### config.mk
export PLATFORM = sky130hd
export DESIGN_NAME = qhbp_host
export DESIGN_NICKNAME = d
export VERILOG_FILES = /design/src/common/qhbp_pkg.sv /design/src/hw/qhbp_host.sv
export SDC_FILE = /design/constraint.sdc
export NUM_CORES = 1
export LEC_CHECK = 0
export BUFFER_PORTS_ARGS = -buffer_cell sky130_fd_sc_hd__buf_2
export CORE_ASPECT_RATIO = 0.6
export CORE_MARGIN = 2
export CORE_UTILIZATION = 50
export DETAILED_ROUTE_END_ITERATION = 10
export HOLD_SLACK_MARGIN = 0.1
export PLACE_DENSITY = 0.74
export SETUP_SLACK_MARGIN = 0.4
export SYNTH_ARGS = -nofsm -noshare
export SYNTH_HDL_FRONTEND = slang
export SYNTH_SLANG_ARGS = --single-unit
export TNS_END_PERCENT = 100
### constraint.sdc
create_clock -name i_clock -period 2.1 [get_ports i_clock]
set_input_delay 0.42 -clock i_clock [delete_from_list [all_inputs] [get_ports i_clock]]
set_output_delay 0.42 -clock i_clock [all_outputs]
set_load 0.05 [all_outputs]
### src/common/qhbp_pkg.sv
// package for the quad uart host bus port controller
// assumes a single 125 mhz clock domain and an external quad uart on the pins
package qhbp_pkg;
  // ==========================================
  // widths and timing
  localparam int ADDR_W = 3;
  localparam int DATA_W = 8;
  localparam int CHAN_W = 2;
  localparam int CLK_PERIOD_NS = 8;
  // strobe low time and setup/hold time, in ns, as plain defaults
  localparam int STROBE_NS = 40;
  localparam int SETUP_NS = 16;
  localparam int STROBE_CYC = (STROBE_NS + CLK_PERIOD_NS - 1) / CLK_PERIOD_NS;
  localparam int SETUP_CYC = (SETUP_NS + CLK_PERIOD_NS - 1) / CLK_PERIOD_NS;
  localparam int CNT_W = 8;
  // ==========================================
  // reset values
  localparam logic [7:0] RST_BYTE = 8'h00;
  localparam logic [3:0] RST_SELS = 4'hf;

  typedef enum logic [1:0] {
    QHBP_IDLE = 2'b00,
    QHBP_SETUP = 2'b01,
    QHBP_STROBE = 2'b11,
    QHBP_HOLD = 2'b10
  } qhbp_state_t;

  // command from user logic
  typedef struct packed {
    logic valid;
    logic read;
    logic [1:0] chan;
    logic [2:0] addr;
    logic [7:0] wdata;
  } qhbp_req_t;

  // pins toward the device
  typedef struct packed {
    logic [2:0] addr;
    logic [7:0] data_out;
    logic data_oe;
    logic read_strobe_n;
    logic write_strobe_n;
    logic [3:0] chan_select_n;
  } qhbp_pins_t;

  typedef struct packed {
    qhbp_state_t state;
    logic [7:0] cnt;
    logic read;
    logic busy;
    logic done;
    logic [7:0] rdata;
    qhbp_pins_t pins;
  } qhbp_regs_t;
endpackage

### src/hw/qhbp_host.sv
// host controller driving a quad uart parallel register port
// assumes the device pins are asynchronous; read data is double-synchronised
`timescale 1ns/100ps
module qhbp_host (
  input wire logic i_clock, // 125 mhz clock
  input wire logic i_rst_n, // async reset, active low
  input wire logic i_dual_strobe, // bus mode: 1 dual strobe, 0 single select
  input wire qhbp_pkg::qhbp_req_t i_req, // access request, taken when idle
  input wire logic [7:0] i_data_in, // data bus pin level
  output logic o_busy, // access in progress
  output logic o_done, // one-cycle pulse at end of access
  output logic [7:0] o_rdata, // byte read by last read
  output logic [2:0] o_addr, // register address pins
  output logic [7:0] o_data_out, // data bus drive value
  output logic o_data_oe, // data bus output enable
  output logic o_read_strobe_n, // read strobe pin
  output logic o_write_strobe_n, // write strobe or direction pin
  output logic [3:0] o_chan_select_n // chan0..3 selects; 1,2 carry channel bits
);
  // ==========================================
  // reset release and input synchronisers
  logic [1:0] rst_sync;
  logic rst_n;
  logic [7:0] din_meta;
  logic [7:0] din_sync;
  logic mode_meta;
  logic mode_sync;
  qhbp_pkg::qhbp_regs_t r;
  qhbp_pkg::qhbp_regs_t next_r;

  always_ff @(posedge i_clock or negedge i_rst_n) begin
    if (!i_rst_n) begin
      rst_sync <= 2'b00;
    end else begin
      rst_sync <= {rst_sync[0], 1'b1};
    end
  end
  assign rst_n = rst_sync[1];

  always_ff @(posedge i_clock or negedge rst_n) begin
    if (!rst_n) begin
      din_meta <= 8'h00;
      din_sync <= 8'h00;
      mode_meta <= 1'b1;
      mode_sync <= 1'b1;
    end else begin
      din_meta <= i_data_in;
      din_sync <= din_meta;
      mode_meta <= i_dual_strobe;
      mode_sync <= mode_meta;
    end
  end

  // ==========================================
  // access sequencer
  always_comb begin
    next_r = r;
    next_r.done = 1'b0;
    case (r.state)
      qhbp_pkg::QHBP_IDLE: begin
        next_r.busy = 1'b0;
        if (i_req.valid) begin
          next_r.busy = 1'b1;
          next_r.read = i_req.read;
          next_r.cnt = 8'(qhbp_pkg::SETUP_CYC);
          next_r.pins.addr = i_req.addr;
          next_r.pins.data_out = i_req.wdata;
          next_r.pins.data_oe = ~i_req.read;
          next_r.pins.read_strobe_n = 1'b1;
          next_r.pins.write_strobe_n = 1'b1;
          next_r.state = qhbp_pkg::QHBP_SETUP;
          if (mode_sync) begin
            // one low select per channel
            next_r.pins.chan_select_n = ~(4'h1 << i_req.chan);
          end else begin
            next_r.pins.chan_select_n[0] = 1'b1;
            next_r.pins.chan_select_n[1] = i_req.chan[0];
            next_r.pins.chan_select_n[2] = i_req.chan[1];
            next_r.pins.chan_select_n[3] = 1'b1;
            next_r.pins.write_strobe_n = i_req.read;
          end
        end
      end
      qhbp_pkg::QHBP_SETUP: begin
        next_r.cnt = r.cnt - 8'h01;
        if (r.cnt == 8'h01) begin
          next_r.cnt = 8'(qhbp_pkg::STROBE_CYC);
          next_r.state = qhbp_pkg::QHBP_STROBE;
          if (mode_sync) begin
            next_r.pins.read_strobe_n = ~r.read;
            next_r.pins.write_strobe_n = r.read;
          end else begin
            next_r.pins.chan_select_n[0] = 1'b0;
          end
        end
      end
      qhbp_pkg::QHBP_STROBE: begin
        next_r.cnt = r.cnt - 8'h01;
        if (r.cnt == 8'h01) begin
          // sample before the strobe rises; synchroniser adds two cycles,
          // so strobe time must exceed bus access plus that latency
          if (r.read) begin
            next_r.rdata = din_sync;
          end
          next_r.pins.read_strobe_n = 1'b1;
          if (mode_sync) begin
            next_r.pins.write_strobe_n = 1'b1;
          end
          next_r.pins.chan_select_n[0] = mode_sync ? r.pins.chan_select_n[0] : 1'b1;
          next_r.cnt = 8'(qhbp_pkg::SETUP_CYC);
          next_r.state = qhbp_pkg::QHBP_HOLD;
        end
      end
      qhbp_pkg::QHBP_HOLD: begin
        // data and address held past strobe rise
        next_r.cnt = r.cnt - 8'h01;
        if (r.cnt == 8'h01) begin
          next_r.pins.chan_select_n = qhbp_pkg::RST_SELS;
          next_r.pins.write_strobe_n = 1'b1;
          next_r.pins.data_oe = 1'b0;
          next_r.done = 1'b1;
          next_r.busy = 1'b0;
          next_r.state = qhbp_pkg::QHBP_IDLE;
        end
      end
      default: begin
        next_r.state = qhbp_pkg::QHBP_IDLE;
      end
    endcase
  end

  always_ff @(posedge i_clock or negedge rst_n) begin
    if (!rst_n) begin
      r.state <= qhbp_pkg::QHBP_IDLE;
      r.cnt <= 8'h00;
      r.read <= 1'b0;
      r.busy <= 1'b0;
      r.done <= 1'b0;
      r.rdata <= qhbp_pkg::RST_BYTE;
      r.pins.addr <= 3'h0;
      r.pins.data_out <= qhbp_pkg::RST_BYTE;
      r.pins.data_oe <= 1'b0;
      r.pins.read_strobe_n <= 1'b1;
      r.pins.write_strobe_n <= 1'b1;
      r.pins.chan_select_n <= qhbp_pkg::RST_SELS;
    end else begin
      r <= next_r;
    end
  end

  assign o_busy = r.busy;
  assign o_done = r.done;
  assign o_rdata = r.rdata;
  assign o_addr = r.pins.addr;
  assign o_data_out = r.pins.data_out;
  assign o_data_oe = r.pins.data_oe;
  assign o_read_strobe_n = r.pins.read_strobe_n;
  assign o_write_strobe_n = r.pins.write_strobe_n;
  assign o_chan_select_n = r.pins.chan_select_n;
endmodule

==> results.json <==
{
  "outcome": "complete, no violations",
  "vias": 1822,
  "cts.sink_count": 59,
  "area_delta_synth_final_pct": 20.7,
  "period_share": 0.831,
  "power.density_mw_per_mm2": 1640,
  "cp-end-kind": "flop",
  "gr-usage-all-layers": 0.196,
  "overflow": 0,
  "ys_async_sr_fraction": 1.00,
  "ir_worst_vdd_v": 0.000873,
  "criticalPathCategory": "flop to flop",
  "synth-main-ff-cell": "dfrtp_1",
  "clockRootBuffer": "clkbuf_8",
  "first_pass_iters": 4,
  "grtUsageMet2": 0.267,
  "cts_made_buffers": 9,
  "cp.required_ns": 2.31,
  "clk_transition_reported_paths_ns": 0.06,
  "io_buffer_count": 53,
  "final.setup.tns_ns": 0,
  "cp_max_fo": 8,
  "timing.rr.start": "r[30]$_DFFE_PN0P_",
  "drc": 0,
  "num_antenna_cells": 0,
  "switching_share": 0.433,
  "seqPwrFrac": 0.362,
  "worst_setup_path_start_kind": "flop",
  "min_path_type": "input pin to flop",
  "dp_hpwl_mm": 3.47,
  "antenna_found_initial": 0,
  "synthDistinctLibCells": 50,
  "totalWireLength_mm": 5.16,
  "synthTopCellsByArea": "dfrtp_1, dfstp_2, buf_4, nand2_1, mux2_2",
  "drt_iter0_drc": 53,
  "ys_warn_count": 0,
  "rsz0062_at_grt": "true",
  "yosysTopAreaCellShare": 0.495,
  "hold_violations": 0,
  "globalplace.congestion": 0.876,
  "finClkSkew_ns": 0.00373,
  "synthCells": 238,
  "fin_nets": 313,
  "die_area_mm2": 0.00576,
  "initial_utilization": 0.515,
  "die_w_um": 96.7,
  "gr-max-usage-layer": "met1",
  "crit_path_frequent_cell": "and3_4",
  "worstHoldStart": "i_dual_strobe",
  "whs_ns": 0.186,
  "grt_pass1_wl_mm": 8.45,
  "power_frac_comb": 0.443,
  "ioPinCount": 54,
  "met1_usage": 0.280,
  "detail_route.wl_per_cell_um": 14.5,
  "ant_nets": 0,
  "ys_ff_latch": 59,
  "cell_internal_pwr_mw": 2.89,
  "max_freq_mhz": 573,
  "rows": 20,
  "drive_above_1_share": 0.419,
  "synth_area_per_cell_um2": 10.8,
  "p_clk_frac": 0.195,
  "ctsLongestPathBuffers": 2,
  "place_area_mm2": 0.00280,
  "critical_path.startpoint": "r[30]$_DFFE_PN0P_",
  "drv_slew": 0,
  "leakage_nw": 1.54,
  "worstPathArrival_ns": 1.96,
  "setup_viol": 0,
  "critical_path.max_stage_delay_ns": 0.40,
  "p_sw_mw": 2.21,
  "seq_area_frac_synth": 0.577,
  "crit_chain": "inv_2 > ha_4 > and3b_2 > and3_4 > and3_4 > mux2_4",
  "cpMaxStageDelayCell": "dfrtp_1",
  "yosysTopAreaCell": "dfrtp_1",
  "met3_usage": 0.0790,
  "maxCapViolCount": 0,
  "cts_tree": "done",
  "vias_per_cell": 5.13,
  "core_area_mm2": 0.00500,
  "grt_max_degree": 40,
  "min_period_ns": 1.75,
  "syn_nets": 266,
  "dieHeight_um": 59.6,
  "cts_max_level": 3,
  "synth_area_mm2": 0.00258,
  "grt_pass1_vias": 1692,
  "final_area_mm2": 0.00311,
  "clk-insertion-delay-late_ns": 0.33,
  "synth_edf_count": 0
}
cell families (layout without fill, tap and decap cells):
logic type                 count (synthesis)  after routing  synth area share
AOI/OAI and AO/OA                         43             43             0.114
xor gates and xnor gates                   2              2           0.00680
adders and majority gates                  2              2           0.00971
other                                      1              1           0.00146
DFF                                       59             59             0.577
and+or+nand+nor                           79             79             0.152
buffers and inverters                     44             95             0.104
muxes                                      8              8            0.0350
power by group through the flow:
| stage | clock [mW] | combinational, mW | sequential, mW |
|---|---|---|---|
| global route | 1.09 | 2.43 | 1.89 |
| detailed placement | 0 | 2.03 | 1.88 |
| finish | 0.996 | 2.26 | 1.84 |
| global placement | 0 | 1.99 | 1.86 |
| floorplan | 0 | 1.80 | 1.89 |
| CTS | 1.03 | 2.21 | 1.83 |
worst max-delay path, delay by kind of cell, from the launching register on:
family | cells | cell delay (ns)
fa+ha+maj | 1 | 0.13
buf+inv | 1 | 0.09
mux | 1 | 0.32
simple gates | 3 | 0.70
flops | 1 | 0.40
layout by cell type, fill, tap and decap left out, types with 2 or more instances in the layout:
cell	instances
nor3_1	5
mux2_4	8
o22a_1	3
dfrtp_2	5
buf_2	53
clkinv_2	3
clkbuf_8	10
nor2_1	10
dfstp_2	8
or4_4	2
a21o_1	2
a31oi_1	3
nor4_1	2
dfrtp_1	46
a21oi_1	8
inv_1	8
nand2_1	42
nor2b_1	3
a211oi_1	2
buf_4	16
nand3b_1	2
and3_4	2
nand2b_1	2
o21ai_0	11
cell type report:
cell class	instances	area (um2)
timing repair buffer	71	415
fill	412	1900
inverter	9	33.8
clock buffer	10	138
sequential	59	1490
clock inverter	5	53.8
tap	66	82.6
multi-input combinational	135	893
worst paths after layout:
check                      cells after the start                        end  slack (ns)
min reg2reg                                    0  o_data_out[5]$_DFFE_PN0P_        0.22
max                                            6     o_rdata[0]$_DFFE_PN0P_        0.35
max reg2reg                                    6     o_rdata[0]$_DFFE_PN0P_        0.35
max in group asynchronous                      1          r[37]$_DFFE_PN0P_        1.32
min                                            1        mode_meta$_DFF_PN1_        0.19
min in group asynchronous                      0  o_data_out[5]$_DFFE_PN0P_        0.22
cell usage after synthesis, types with 3 or more instances:
library cell and count:
a21oi_1 8, inv_1 9, nand2_1 42, nor3_1 5
buf_4 25, nor2b_1 3, clkbuf_1 7, o21ai_0 11
mux2_2 7, dfstp_2 8, nor2_1 10, dfrtp_1 51
a31oi_1 4, o22a_1 3
metrics by stage:
step                utilization  total power [mW]  setup slack, ns  cells
floorplan                     -              3.69            0.301    238
global placement          0.559              3.85            0.346    329
detailed placement        0.559              3.91            0.292    329
CTS                       0.614              5.07            0.365    353
global route              0.621              5.41            0.316    355
finish                    0.621              5.10            0.355    355
registers in the layout, summed over array words and instances (netlist names), 2 cells and up:
| name | cells |
|---|---|
| o_chan_select_n | 4 |
| din_sync | 8 |
| r | 11 |
| rst_sync | 2 |
| din_meta | 8 |
| o_data_out | 8 |
| o_addr | 3 |
| o_rdata | 8 |
routing by layer:
layer	part of all wire	vias to the layer above
li1	-	872
met1	0.48	872
met2	0.43	72
met3	0.079	6
met4	0.011	0
met5	0	-
what timing repair did:
| action | in CTS | in global routing |
|---|---|---|
| setup buffers | 8 | 2 |
| pin swaps | 2 | 1 |
| setup endpoints to repair | 17 | 19 |
| gates resized for setup | 7 | 4 |
| hold endpoints to repair | 2 | 0 |
| gates cloned | 0 | 0 |
| hold buffers | 1 | 0 |
(Power assumes the default switching activity.)
